### src/shared/cra_pkg.sv
// Shared constants for the configuration-message register access link
package cra_pkg;
  // ----------
  // Link tokens
  // ----------
  localparam logic [7:0] CRA_TOK_WRITE = 8'hC0;
  localparam logic [7:0] CRA_TOK_READ = 8'hC1;
  localparam logic [7:0] CRA_TOK_END = 8'h01;
  localparam logic [7:0] CRA_TOK_ACK = 8'h03;
  localparam logic [7:0] CRA_TOK_NACK = 8'h04;
  localparam logic [7:0] CRA_NO_REPLY = 8'hFF;
  localparam int CRA_RET_BYTES = 3;
  localparam int CRA_REG_BYTES = 2;
  localparam int CRA_DATA_BYTES = 4;
  // ----------
  // Destinations
  // ----------
  localparam logic [15:0] CRA_DEST_TILE = 16'hC20C;
  localparam logic [15:0] CRA_DEST_NODE = 16'hC30C;
  // ----------
  // Processor-status bank
  // ----------
  localparam logic [7:0] CRA_PS_RES_TYPE = 8'h0C;
  localparam logic [7:0] CRA_PS_RAM_BASE = 8'h00;
  localparam logic [7:0] CRA_PS_VEC_BASE = 8'h01;
  localparam logic [7:0] CRA_PS_TILE_CTRL = 8'h02;
  localparam logic [31:0] CRA_RAM_BASE_RST = 32'h00010000;
  localparam logic [31:0] CRA_RAM_BASE_MASK = 32'hFFFFFFFC;
  localparam logic [31:0] CRA_VEC_BASE_MASK = 32'hFFFF0000;
  localparam logic [31:0] CRA_TILE_CTRL_MASK = 32'h00000030;
  localparam int CRA_CLK_DIV_EN_BIT = 4;
  localparam int CRA_CLK_DIV_DYN_BIT = 5;
  // ----------
  // Request FIFO entry: {dest, ctrl, byte}
  // ----------
  localparam int CRA_TOK_W = 41;
  localparam int CRA_FIFO_DEPTH = 16;
endpackage : cra_pkg

### src/shared/cra_link_if.sv
// Token link between the requester and the configuration access end
`timescale 1ns/1ps
interface cra_link_if;
  logic req_valid;
  logic req_ready;
  logic req_ctrl;
  logic [7:0] req_data;
  logic [31:0] req_dest;
  logic rsp_valid;
  logic rsp_ready;
  logic rsp_ctrl;
  logic [7:0] rsp_data;
  logic [23:0] rsp_dest;

  modport dev (
    input req_valid, req_ctrl, req_data, req_dest, rsp_ready,
    output req_ready, rsp_valid, rsp_ctrl, rsp_data, rsp_dest
  );
  modport host (
    output req_valid, req_ctrl, req_data, req_dest, rsp_ready,
    input req_ready, rsp_valid, rsp_ctrl, rsp_data, rsp_dest
  );
endinterface : cra_link_if

### src/logic/cra_device.sv
// Configuration access end: request FIFO, message decoder and register banks
//
// Overview of operation
// - Three banks: tile and node share the link path, status has its own port
// - Requests carry a 24-bit return address
// - Write with low byte FF gets no reply
// - Multi-byte fields travel most significant first
// - Status resource id is number<<8 OR 0x0C
// - Status access moves one full 32-bit word
// - Tile bank destination low half is C20C
// - Node bank destination low half is C30C
// - Write: 192, return, register, data, 1
// - Write reply: 3,1 success; 4,1 failure
// - Read: 193, return, register, 1
// - Read reply: 3,data,1 or 4,1
// - Status numbers decode to tile status map
`timescale 1ns/1ps

// ----------
// Token FIFO
// ----------
module cra_fifo #(
  parameter int WIDTH = 41,
  parameter int DEPTH = 16
) (
  input wire logic sys_clk_i,
  input wire logic reset_n_i,
  input wire logic in_valid_i,
  output logic in_ready_o,
  input wire logic [WIDTH-1:0] in_data_i,
  output logic out_valid_o,
  input wire logic out_ready_i,
  output logic [WIDTH-1:0] out_data_o
);
  localparam int AW = $clog2(DEPTH);
  logic [WIDTH-1:0] mem [DEPTH];
  logic [AW:0] wr_ptr;
  logic [AW:0] rd_ptr;
  wire full = (wr_ptr[AW] != rd_ptr[AW]) && (wr_ptr[AW-1:0] == rd_ptr[AW-1:0]);
  wire empty = (wr_ptr == rd_ptr);
  wire push = in_valid_i && !full;
  wire pop = out_ready_i && !empty;

  assign in_ready_o = !full;
  assign out_valid_o = !empty;
  assign out_data_o = mem[rd_ptr[AW-1:0]];

  always_ff @(posedge sys_clk_i or negedge reset_n_i) begin
    if (!reset_n_i) begin
      wr_ptr <= '0;
      rd_ptr <= '0;
    end else begin
      if (push) wr_ptr <= wr_ptr + 1'b1;
      if (pop) rd_ptr <= rd_ptr + 1'b1;
    end
  end

  // Storage needs no reset; only entries behind the write pointer are read
  always_ff @(posedge sys_clk_i) begin
    if (push) mem[wr_ptr[AW-1:0]] <= in_data_i;
  end
endmodule : cra_fifo

// ----------
// Device end
// ----------
module cra_device import cra_pkg::*; #(
  parameter logic [15:0] OWN_ID = 16'h0001, // Arbitrary default
  parameter int TILE_REGS = 8,
  parameter int NODE_REGS = 8
) (
  input wire logic sys_clk_i,
  input wire logic reset_n_i,
  cra_link_if.dev link,
  input wire logic ps_valid_i,
  input wire logic ps_write_i,
  input wire logic [31:0] ps_res_i,
  input wire logic [31:0] ps_wdata_i,
  output logic ps_done_o,
  output logic ps_ok_o,
  output logic [31:0] ps_rdata_o,
  output logic clk_div_en_o,
  output logic clk_div_dyn_o,
  output logic [TILE_REGS*32-1:0] tile_cfg_o,
  output logic [NODE_REGS*32-1:0] node_cfg_o
);
  localparam int TW = $clog2(TILE_REGS);
  localparam int NW = $clog2(NODE_REGS);

  typedef enum logic [3:0] {
    ST_CMD, ST_RET, ST_REG, ST_DATA, ST_END, ST_SKIP, ST_HEAD, ST_BODY,
    ST_TAIL
  } cra_dev_state_t;

  cra_dev_state_t state;
  logic is_wr;
  logic bank_node;
  logic bad;
  logic ok;
  logic [1:0] cnt;
  logic [23:0] ret;
  logic [15:0] regn;
  logic [31:0] wdat;
  logic [31:0] rdat;
  logic [31:0] tile_q [TILE_REGS];
  logic [31:0] node_q [NODE_REGS];
  logic [31:0] ram_base;
  logic [31:0] vec_base;
  logic [31:0] tile_ctrl;

  // ----------
  // Request buffering
  // ----------
  logic fifo_valid;
  logic [CRA_TOK_W-1:0] fifo_data;
  wire parsing = (state != ST_HEAD) && (state != ST_BODY) &&
                 (state != ST_TAIL);

  cra_fifo #(.WIDTH(CRA_TOK_W), .DEPTH(CRA_FIFO_DEPTH)) u_fifo (
    .sys_clk_i(sys_clk_i),
    .reset_n_i(reset_n_i),
    .in_valid_i(link.req_valid),
    .in_ready_o(link.req_ready),
    .in_data_i({link.req_dest, link.req_ctrl, link.req_data}),
    .out_valid_o(fifo_valid),
    .out_ready_i(parsing),
    .out_data_o(fifo_data)
  );

  // ----------
  // Decode
  // ----------
  wire pop = fifo_valid && parsing;
  wire [31:0] tok_dest = fifo_data[40:9];
  wire tok_ctrl = fifo_data[8];
  wire [7:0] tok_byte = fifo_data[7:0];
  wire is_cmd = tok_ctrl && (tok_byte == CRA_TOK_WRITE ||
                             tok_byte == CRA_TOK_READ);
  wire is_end = tok_ctrl && (tok_byte == CRA_TOK_END);
  wire dest_tile = tok_dest[15:0] == CRA_DEST_TILE;
  wire dest_node = tok_dest[15:0] == CRA_DEST_NODE;
  wire dest_bad = (tok_dest[31:16] != OWN_ID) || !(dest_tile || dest_node);
  wire in_field = (state == ST_RET) || (state == ST_REG) ||
                  (state == ST_DATA);
  wire [1:0] field_last = (state == ST_RET) ? 2'(CRA_RET_BYTES - 1) :
                          (state == ST_REG) ? 2'(CRA_REG_BYTES - 1) :
                          2'(CRA_DATA_BYTES - 1);
  wire tile_hit = {16'h0000, regn} < TILE_REGS;
  wire node_hit = {16'h0000, regn} < NODE_REGS;
  wire reg_hit = bank_node ? node_hit : tile_hit;
  wire fin = pop && is_end && (in_field || state == ST_SKIP ||
                               state == ST_END);
  wire fin_ok = (state == ST_END) && !bad && reg_hit;
  wire do_write = fin && fin_ok && is_wr;
  wire [31:0] sel_rd = bank_node ? node_q[regn[NW-1:0]] :
                                   tile_q[regn[TW-1:0]];
  wire quiet = is_wr && (ret[7:0] == CRA_NO_REPLY);
  wire [1:0] body_sel = 2'(CRA_DATA_BYTES - 1) - cnt;

  always_ff @(posedge sys_clk_i or negedge reset_n_i) begin
    if (!reset_n_i) begin
      state <= ST_CMD;
      is_wr <= 1'b0;
      bank_node <= 1'b0;
      bad <= 1'b0;
      ok <= 1'b0;
      cnt <= 2'h0;
      ret <= 24'h000000;
      regn <= 16'h0000;
      wdat <= 32'h00000000;
      rdat <= 32'h00000000;
    end else begin
      unique case (state)
        ST_CMD: begin
          // Tokens outside a message have no return path and are dropped
          if (pop && is_cmd) begin
            is_wr <= (tok_byte == CRA_TOK_WRITE);
            bank_node <= dest_node;
            bad <= dest_bad;
            cnt <= 2'h0;
            state <= ST_RET;
          end
        end
        ST_RET, ST_REG, ST_DATA: begin
          if (pop && tok_ctrl && !is_end) begin
            state <= ST_SKIP;
          end else if (pop && !tok_ctrl) begin
            if (state == ST_RET) ret <= {ret[15:0], tok_byte};
            if (state == ST_REG) regn <= {regn[7:0], tok_byte};
            if (state == ST_DATA) wdat <= {wdat[23:0], tok_byte};
            cnt <= cnt + 2'h1;
            if (cnt == field_last) begin
              cnt <= 2'h0;
              if (state == ST_RET) state <= ST_REG;
              else if (state == ST_REG && is_wr) state <= ST_DATA;
              else state <= ST_END;
            end
          end
        end
        ST_END: begin
          if (pop && !is_end) state <= ST_SKIP;
        end
        ST_SKIP: ;
        ST_HEAD: begin
          if (link.rsp_ready) begin
            state <= (ok && !is_wr) ? ST_BODY : ST_TAIL;
          end
        end
        ST_BODY: begin
          if (link.rsp_ready) begin
            cnt <= cnt + 2'h1;
            if (cnt == 2'(CRA_DATA_BYTES - 1)) state <= ST_TAIL;
          end
        end
        ST_TAIL: begin
          if (link.rsp_ready) state <= ST_CMD;
        end
      endcase
      if (fin) begin
        ok <= fin_ok;
        rdat <= sel_rd;
        cnt <= 2'h0;
        state <= quiet ? ST_CMD : ST_HEAD;
      end
    end
  end

  // ----------
  // Reply
  // ----------
  assign link.rsp_valid = (state == ST_HEAD) || (state == ST_BODY) ||
                          (state == ST_TAIL);
  assign link.rsp_ctrl = (state != ST_BODY);
  assign link.rsp_data = (state == ST_HEAD) ?
                         (ok ? CRA_TOK_ACK : CRA_TOK_NACK) :
                         (state == ST_BODY) ? rdat[8*body_sel+:8] :
                         CRA_TOK_END;
  assign link.rsp_dest = ret;

  // ----------
  // Configuration banks
  // ----------
  always_ff @(posedge sys_clk_i or negedge reset_n_i) begin
    if (!reset_n_i) begin
      for (int i = 0; i < TILE_REGS; i++) tile_q[i] <= 32'h00000000;
      for (int i = 0; i < NODE_REGS; i++) node_q[i] <= 32'h00000000;
    end else if (do_write) begin
      if (bank_node) node_q[regn[NW-1:0]] <= wdat;
      else tile_q[regn[TW-1:0]] <= wdat;
    end
  end

  for (genvar g = 0; g < TILE_REGS; g++) begin : g_tile
    assign tile_cfg_o[32*g+:32] = tile_q[g];
  end
  for (genvar g = 0; g < NODE_REGS; g++) begin : g_node
    assign node_cfg_o[32*g+:32] = node_q[g];
  end

  // ----------
  // Processor-status bank, reached directly by resource id
  // ----------
  wire [7:0] ps_num = ps_res_i[15:8];
  wire ps_res_ok = (ps_res_i[7:0] == CRA_PS_RES_TYPE) &&
                   (ps_res_i[31:16] == 16'h0000);
  wire ps_hit = ps_res_ok && (ps_num == CRA_PS_RAM_BASE ||
                ps_num == CRA_PS_VEC_BASE || ps_num == CRA_PS_TILE_CTRL);
  wire ps_wr = ps_valid_i && ps_write_i && ps_hit;
  wire [31:0] ps_sel = (ps_num == CRA_PS_RAM_BASE) ? ram_base :
                       (ps_num == CRA_PS_VEC_BASE) ? vec_base :
                       (ps_num == CRA_PS_TILE_CTRL) ? tile_ctrl :
                       32'h00000000;

  always_ff @(posedge sys_clk_i or negedge reset_n_i) begin
    if (!reset_n_i) begin
      ram_base <= CRA_RAM_BASE_RST;
      vec_base <= 32'h00000000;
      tile_ctrl <= 32'h00000000;
      ps_done_o <= 1'b0;
      ps_ok_o <= 1'b0;
      ps_rdata_o <= 32'h00000000;
    end else begin
      ps_done_o <= ps_valid_i;
      if (ps_valid_i) ps_ok_o <= ps_hit;
      if (ps_valid_i && !ps_write_i) begin
        ps_rdata_o <= ps_hit ? ps_sel : 32'h00000000;
      end
      if (ps_wr && ps_num == CRA_PS_RAM_BASE) begin
        ram_base <= ps_wdata_i & CRA_RAM_BASE_MASK;
      end
      if (ps_wr && ps_num == CRA_PS_VEC_BASE) begin
        vec_base <= ps_wdata_i & CRA_VEC_BASE_MASK;
      end
      if (ps_wr && ps_num == CRA_PS_TILE_CTRL) begin
        tile_ctrl <= ps_wdata_i & CRA_TILE_CTRL_MASK;
      end
    end
  end

  assign clk_div_en_o = tile_ctrl[CRA_CLK_DIV_EN_BIT];
  assign clk_div_dyn_o = tile_ctrl[CRA_CLK_DIV_DYN_BIT];
endmodule : cra_device

### src/flat_wrapper.sv
// flat-port wrapper written by rule: the top's interface ports become plain ports
module cra_device_flat import cra_pkg::*;
#(
  parameter logic [15:0] OWN_ID = 16'h0001,                     
  parameter int TILE_REGS = 8,
  parameter int NODE_REGS = 8
)
  (sys_clk_i, reset_n_i, ps_valid_i, ps_write_i, ps_res_i, ps_wdata_i, ps_done_o, ps_ok_o, ps_rdata_o, clk_div_en_o, clk_div_dyn_o, tile_cfg_o, node_cfg_o, link_req_valid, link_req_ctrl, link_req_data, link_req_dest, link_rsp_ready, link_req_ready, link_rsp_valid, link_rsp_ctrl, link_rsp_data, link_rsp_dest);
  cra_link_if link_i ();
  input wire logic sys_clk_i;
  input wire logic reset_n_i;
  input wire logic ps_valid_i;
  input wire logic ps_write_i;
  input wire logic [31:0] ps_res_i;
  input wire logic [31:0] ps_wdata_i;
  output logic ps_done_o;
  output logic ps_ok_o;
  output logic [31:0] ps_rdata_o;
  output logic clk_div_en_o;
  output logic clk_div_dyn_o;
  output logic [TILE_REGS*32-1:0] tile_cfg_o;
  output logic [NODE_REGS*32-1:0] node_cfg_o;
  input wire logic [$bits(link_i.req_valid)-1:0] link_req_valid;
  input wire logic [$bits(link_i.req_ctrl)-1:0] link_req_ctrl;
  input wire logic [$bits(link_i.req_data)-1:0] link_req_data;
  input wire logic [$bits(link_i.req_dest)-1:0] link_req_dest;
  input wire logic [$bits(link_i.rsp_ready)-1:0] link_rsp_ready;
  output wire logic [$bits(link_i.req_ready)-1:0] link_req_ready;
  output wire logic [$bits(link_i.rsp_valid)-1:0] link_rsp_valid;
  output wire logic [$bits(link_i.rsp_ctrl)-1:0] link_rsp_ctrl;
  output wire logic [$bits(link_i.rsp_data)-1:0] link_rsp_data;
  output wire logic [$bits(link_i.rsp_dest)-1:0] link_rsp_dest;
  assign link_i.req_valid = link_req_valid;
  assign link_i.req_ctrl = link_req_ctrl;
  assign link_i.req_data = link_req_data;
  assign link_i.req_dest = link_req_dest;
  assign link_i.rsp_ready = link_rsp_ready;
  assign link_req_ready = link_i.req_ready;
  assign link_rsp_valid = link_i.rsp_valid;
  assign link_rsp_ctrl = link_i.rsp_ctrl;
  assign link_rsp_data = link_i.rsp_data;
  assign link_rsp_dest = link_i.rsp_dest;
  cra_device #(.OWN_ID(OWN_ID), .TILE_REGS(TILE_REGS), .NODE_REGS(NODE_REGS)) u_core (.sys_clk_i(sys_clk_i), .reset_n_i(reset_n_i), .link(link_i), .ps_valid_i(ps_valid_i), .ps_write_i(ps_write_i), .ps_res_i(ps_res_i), .ps_wdata_i(ps_wdata_i), .ps_done_o(ps_done_o), .ps_ok_o(ps_ok_o), .ps_rdata_o(ps_rdata_o), .clk_div_en_o(clk_div_en_o), .clk_div_dyn_o(clk_div_dyn_o), .tile_cfg_o(tile_cfg_o), .node_cfg_o(node_cfg_o));
endmodule
### config.mk
export PLATFORM = sky130hd
export DESIGN_NAME = cra_device_flat
export DESIGN_NICKNAME = d
export VERILOG_FILES = /design/src/shared/cra_pkg.sv /design/src/shared/cra_link_if.sv /design/src/logic/cra_device.sv /design/src/flat_wrapper.sv
export SDC_FILE = /design/constraint.sdc
export NUM_CORES = 2
export LEC_CHECK = 0
export BUFFER_PORTS_ARGS = -buffer_cell sky130_fd_sc_hd__clkbuf_2
export CAP_MARGIN = 0
export CORE_ASPECT_RATIO = 0.5
export CORE_UTILIZATION = 57
export CTS_BUF_LIST = sky130_fd_sc_hd__clkbuf_4 sky130_fd_sc_hd__clkbuf_8
export DETAILED_ROUTE_END_ITERATION = 8
export PLACE_DENSITY = 0.75
export SLEW_MARGIN = 30
export SYNTH_ARGS = -nofsm -noshare
export SYNTH_HDL_FRONTEND = slang
export SYNTH_SLANG_ARGS = --single-unit
### constraint.sdc
create_clock -name sys_clk_i -period 6.5 [get_ports sys_clk_i]
set_input_delay 1.3 -clock sys_clk_i [delete_from_list [all_inputs] [get_ports sys_clk_i]]
set_output_delay 1.3 -clock sys_clk_i [all_outputs]
set_load 0.005 [all_outputs]
* Yosys cells after proc, flatten, opt, wreduce, memory -nomap -nowiden
Memory sizes are Yosys's and may differ from the RTL's.
Cells that the tools add are included.
** Operators by class
- Add/subtract/negate cells :: 4
- Magnitude comparators :: 3
- Equality and inequality tests :: 36
- Shifts and indexed selects :: 1
- Mux-type cells :: 44
- Bitwise gates (word level) :: 3
- Reductions and logical operators :: 63
** Operator list (number)
- bitwise mux 256 bit :: 2
- two-way mux 32 bit :: 9
- binary-select mux 32 bit (select 3 bit) :: 2
- demux 32 bit (select 3 bit) :: 1
- two-way mux 4 bit :: 12
- equality test 16 bit (second input constant) :: 2
- variable part select 32 x 6 -> 8 bit :: 1
- logical AND 1 bit :: 30
- equality test 8 bit (second input constant) :: 3
- case mux 4 bit (6 select lines) :: 1
- equality test 4 x 3 -> 1 bit (second input constant) :: 4
- equality test 8 x 1 -> 1 bit (second input constant) :: 2
- logical NOT 16 bit :: 1
- less-than comparator 16 x 4 -> 1 bit (second input constant) :: 1
- two-way mux 2 bit :: 8
- two-way mux 8 bit :: 2
- != test 16 x 1 -> 1 bit (second input constant) :: 1
- != test 3 x 2 -> 1 bit (second input constant) :: 5
- AND reduction 4 bit :: 3
- logical OR 1 bit :: 11
- adder 5 x 1 -> 5 bit (second input constant) :: 2
- two-way mux 3 bit :: 3
- != test 3 x 1 -> 1 bit (second input constant) :: 3
- AND reduction 9 bit :: 1
- other kinds (30) :: 44
** Storage, ports and cells
- Register bits after elaboration :: 718
- Bits in writable memories :: 656
- Input bits :: 111
- Output and inout port bits :: 583
- Logic and storage cells :: 189
- Memories :: 1
** Memories
- u_core.u_fifo.mem :: words 16, width 41, rd ports 1, clocked after Yosys merged registers in 0, write ports 1, line cra_device.sv:36 : logic [WIDTH-1:0] mem [DEPTH];

* Longest topological paths before layout
- Word-level depth :: 9
- Gate-level depth with buffers :: 14
- Gate-level depth less buffers :: 8

* Hierarchy
A second synthesis with hierarchy kept.
** Unflattened totals
- Cell total of the unflattened synthesis :: 3591
- Area total of the unflattened synthesis :: 56844.5 µm²
** Modules (own cells, without submodules)
- cra_device :: times used 1, cells each 2324, area each 31097.3 µm², seq. area each 17668.2 µm²
- cra_fifo :: times used 1, cells each 1267, area each 25747.2 µm², seq. area each 19949.1 µm²

* Least setup slack after synthesis
No wires, ideal clock.
- Kind :: register to register
- Start point :: reg u_core.u_fifo.rd_ptr[0]
- End point :: mem u_core.u_fifo.mem[3][0], enable pin
- Setup time :: 490 ps
- Data arrival time :: 4790 ps
- Required time :: 6010 ps
- Slack :: 1220 ps
- Cell stages (with the launch flop) :: 12
- Buffers on the path :: 5
- Clock period less this slack :: 5280 ps
- Cell sequence :: dfrtp_1 > buf_4 > buf_6 > buf_6 > buf_2 > xnor2_1 > nand4_1 > nand2b_1 > and2_1 > clkbuf_1 > nand2_1 > nor3_1
** On the way
- Longest elaborated chain between the ends :: 6
** RTL lines
- start: declaration :: line cra_device.sv:38 : logic [AW:0] rd_ptr;
- start signal: assignment :: line cra_device.sv:54 : if (pop) rd_ptr <= rd_ptr + 1'b1;
- equality test 4 bit :: line cra_device.sv:39 : wire full = (wr_ptr[AW] != rd_ptr[AW]) && (wr_ptr[AW-1:0] == rd_ptr[AW-1:0]);
- logical AND 1 bit :: line cra_device.sv:39
- logical NOT 1 bit
- net link_req_ready :: line flat_wrapper.sv:28 : output wire logic [$bits(link_i.req_ready)-1:0] link_req_ready;
- logical AND 1 bit :: line cra_device.sv:41 : wire push = in_valid_i && !full;
- two-way mux 1 bit :: line cra_device.sv:60 : if (push) mem[wr_ptr[AW-1:0]] <= in_data_i;
- two-way mux 1 bit (not written as such) :: line cra_device.sv:60
- end: declaration :: line cra_device.sv:36
The timed path passes the listed nets, and every way through them passes these cells.

* Worst setup path in the final report
- Start point :: reg u_core.u_fifo.rd_ptr[1]
- End point :: reg u_core.node_q (netlist bit u_core.node_cfg_o[167])
** On the way
- Longest elaborated chain between the ends :: 8
- Elaborated cells between the ends (all ways) :: 11
- Classes of those cells :: 2 x eq/ne; 8 x reduce/logical; 1 x memory
** RTL lines
- memory read (16 x 41 bit) or equality test 5 bit (tied branches)
- equality test 8 x 1 -> 1 bit or logical NOT 1 bit (tied branches) :: line cra_device.sv:139, cra_device.sv:45
- logical AND 1 bit, on equally long branches :: line cra_device.sv:139, cra_device.sv:133
- logical AND 1 bit (*) (2 in series) :: line cra_device.sv:151 : wire fin = pop && is_end && (in_field || state == ST_SKIP ||
- logical AND 1 bit (*) (2 in series) :: line cra_device.sv:154 : wire do_write = fin && fin_ok && is_wr;
- AND reduction 2 bit (no line) (*)
- end signal: indexed assignment :: line cra_device.sv:248 : if (bank_node) node_q[regn[NW-1:0]] <= wdat;
- end: declaration :: line cra_device.sv:106 : logic [31:0] node_q [NODE_REGS];
Mark *: on every way between the ends. The rest lies on a longest branch, timed or not.
A chain may end at the register's enable or synchronous reset.

==> impl_metrics.csv <==
group,metric,value,unit
finish,finalNetCount,4207,
job,cap_viol_max_count,0,
clock_tree,cts_resized,0,
sta,maxSlewHeadroom,0.339,
detailed_routing,drt-wirelength-per-cell,29.2,um
yosys,synth_edf_count,656,
clock_tree,clock_latency,0.90,ns
clock_tree,cts_hold_buf,0,
yosys,synth_area_per_cell,16.2,sq um
sta,tightest_slew,0.991,ns
clock_tree,clk_path_buf_depth,3,
sta,holdWs,0.356,ns
placement,port_buffers,689,
clock_tree,cts_tree,"yes",
worst_setup_path,rr_worst_depth,10,
power_and_ir_drop,power.leakage,27.4,nW
floorplanning,fp.coreArea,0.0937,sq mm
sta,slew_violations,0,
yosys,async_flop_share,0.522,
global_route,grt.total_usage,0.329,
worst_setup_path,reg2reg_slack,1.53,ns
floorplanning,die_area,0.0966,sq mm
yosys,ys_warn_count,0,
sta,hold_viol,0,
detailed_routing,num_vias,34600,
yosys,synthTopCellsByCount,"dfrtp_1 (715), mux2_2 (660), edfxtp_1 (656)",
sta,fin_crit_sh,0.764,
status,outcome,"finished clean",
worst_setup_path,critPathLaunchType,"register",
yosys,ys.flop_type,"dfrtp_1",
global_route,grt_pass1_wl,230,mm
detailed_routing,first_pass_iters,5,
worst_setup_path,critPathLaunch,"u_core.u_fifo.rd_ptr[1]",
power_and_ir_drop,ir_worst_vdd,191,uV
floorplanning,die_w,438,um
clock_tree,post_cts_buffers,0,
placement,place.gp.congestion,0.891,
floorplanning,dieHeight,220,um
worst_setup_path,worstPathArrival,5.73,ns
clock_tree,cts.sinks,1372,
finish,area_growth,16.4,%
global_route,grt_max_degree,171,
detailed_routing,via_per_inst,6.30,
clock_tree,numCtsBuffers,182,
worst_setup_path,critical_path.max_fanout,31,
worst_setup_path,path_cells,"buf_4 > mux4_2 > a22oi_1 > nand2_1 > nor3b_1 > and4b_1 > nand4_2 > nor2b_4 > buf_12 > mux2_2",
worst_setup_path,worst_ep_required_time,7.26,ns
worst_setup_path,timing.critical_path.to,"u_core.node_cfg_o[167]",
power_and_ir_drop,power_density,290,mW/mm^2
worst_setup_path,critPathCaptureType,"register",
yosys,synth.most_common_cell,"dfrtp_1",
worst_setup_path,critPathTopFamily,"simple AND/OR/NAND/NOR gates",
finish,drive_gt1_frac,0.442,
worst_setup_path,slowest_stage,"dfrtp_2",
detailed_routing,drt-total-wl,160,mm
detailed_routing,drc,0,
yosys,ys_top_cells_by_area,"edfxtp_1 (36%), dfrtp_1 (33%), mux2_2 (14%)",
clock_tree,cts-root-buf,"clkbuf_8",
floorplanning,num_rows,79,
floorplanning,pin_count,694,
sta,fin_worst_skew,0.0326,ns
yosys,synth_top_area_share,0.363,
yosys,synth-seq-area-share,0.693,
yosys,postSynthCellCount,3358,
detailed_routing,ant_nets,0,
worst_hold_path,hold_path_class,"input port to asynchronous set/reset pin",
worst_setup_path,r2r_end,"u_core.node_cfg_o[167]",
sta,fin_crit,4.97,ns
yosys,ys_types,68,
worst_setup_path,worstSetupPathType,"register to register",
yosys,ys_ff_latch,1372,
worst_setup_path,slowest_delay,0.91,ns
worst_setup_path,r2r_start,"u_core.u_fifo.rd_ptr[1]",
sta,rsz0062_at_grt,"false",
sta,clock.fmax,201,MHz
sta,tns,0,ns
floorplanning,initial_core_util,0.579,
clock_tree,clk_pin_slew,0.07,ns
global_route,gr-total-overflow,0,
sta,setup_viol,0,
detailed_routing,drt_iter0_markers,3706,
worst_setup_path,cp_num_cells,10,
worst_setup_path,worst-path-buf-inv,2,
yosys,yosysTopAreaCell,"edfxtp_1",
global_route,grt_pass1_vias,34000,
yosys,syn_area,0.0543,sq mm
global_route,grt_antenna_before_repair,3,
clock_tree,h-tree-depth,4,
placement,dp_hpwl,101,mm
## cells by family (layout without fill, tap and decap cells)
logic type,count (synthesis),after routing,share of synthesized area
other,1,8,0.0000691
AND/OR/NAND/NOR,518,518,0.0519
XOR/XNOR,13,13,0.00210
flip-flops,1372,1372,0.693
buffers and inverters,233,1109,0.0212
multiplexers,796,796,0.179
adder cells (fa/ha/maj),6,6,0.00138
AO/OA/AOI/OAI,419,419,0.0515
## worst reg2reg max path: stages (launching register included)
cell and delay [ns]:
dfrtp_2 0.91, buf_4 0.44, mux4_2 0.38, a22oi_1 0.22, nand2_1 0.24, nor3b_1 0.30, and4b_1 0.36, nand4_2 0.53
nor2b_4 0.77, buf_12 0.31, mux2_2 0.39
## registers in the layout, summed over array words and instances, names as in the netlist, 4 cells and up
register              count
u_core.tile_cfg_o       256
u_core.state              4
u_core.u_fifo.mem       656
u_core.u_fifo.rd_ptr      5
u_core.ps_rdata_o        30
u_core.node_cfg_o       256
u_core.ram_base          30
u_core.regn              16
u_core.wdat              32
u_core.u_fifo.wr_ptr      5
u_core.rdat              32
u_core.vec_base          16
u_core.link.rsp_dest     24
## routing by layer
metal / track usage / wire length, um / share of wire / vias up
met3: 0.0639 / 13000 / 0.081 / 427
met2: 0.522 / 76900 / 0.48 / 1843
met1: 0.442 / 62800 / 0.39 / 18000
li1: - / - / - / 14400
met5: 0 / 0 / 0 / -
met4: 0.160 / 7680 / 0.048 / 0
## area by class of cell
type / count / area (sq um)
clock inverter: 43 / 357
antenna: 6 / 15.0
inverter: 15 / 56.3
clock buffer: 286 / 3520
sequential: 1372 / 37600
fill: 6418 / 30500
tap: 1255 / 1570
multi-input combinational: 1754 / 15800
timing repair buffer: 765 / 4230
## through the flow
step                      setup slack [ns]  area, sq um  std cells  utilization  power, mW
after detailed placement              1.53        59300       5159        0.632       11.7
after floorplan                       1.22        54300       3359            -       11.0
final                                 1.53        63200       5496        0.674       18.3
after CTS                             1.51        63100       5488        0.674       18.4
after global placement                1.59        59200       5159        0.632       11.6
after global routing                  1.37        63200       5491        0.674       18.9
## power by group
part           internal [mW]  total [mW]  switching, mW
Clock                   3.55        6.81           3.27
Sequential              9.58        9.86          0.280
Combinational          0.588        1.63           1.05
## worst min-delay path by stage
stage / from / endpoint / slack (ns)
global route: reset_n_i / u_core.node_cfg_o[230] / 0.37
finish: reset_n_i / u_core.node_cfg_o[230] / 0.36
floorplan: u_core.ram_base[4] / u_core.ps_rdata_o[4] / 0.44
CTS: reset_n_i / u_core.node_cfg_o[230] / 0.46
global placement: u_core.ram_base[4] / u_core.ps_rdata_o[4] / 0.46
detailed placement: u_core.ram_base[4] / u_core.ps_rdata_o[4] / 0.46
## cell usage in the layout, fill, tap and decap left out, types with 13 or more instances in the layout
master | Yosys | routed
a22oi_1 | 116 | 116
nor4b_1 | 38 | 38
mux4_2 | 73 | 73
nor3_1 | 28 | 22
a22o_1 | 35 | 35
dfrtp_1 | 715 | 709
a21oi_1 | 93 | 93
o21ai_0 | 82 | 82
mux2i_1 | 53 | 53
nand2_1 | 140 | 139
clkinv_1 | 1 | 13
mux2_2 | 660 | 660
clkbuf_2 | 2 | 688
clkbuf_4 | 0 | 67
nor2_1 | 83 | 58
nand4_1 | 50 | 50
buf_12 | 0 | 13
nor2_4 | 0 | 22
nand3_1 | 48 | 47
edfxtp_1 | 656 | 656
o31ai_1 | 16 | 16
nor4_1 | 57 | 57
inv_1 | 14 | 14
buf_4 | 37 | 61
clkbuf_8 | 0 | 219
clkinv_2 | 0 | 16
Power figures use the tool's default switching activity.
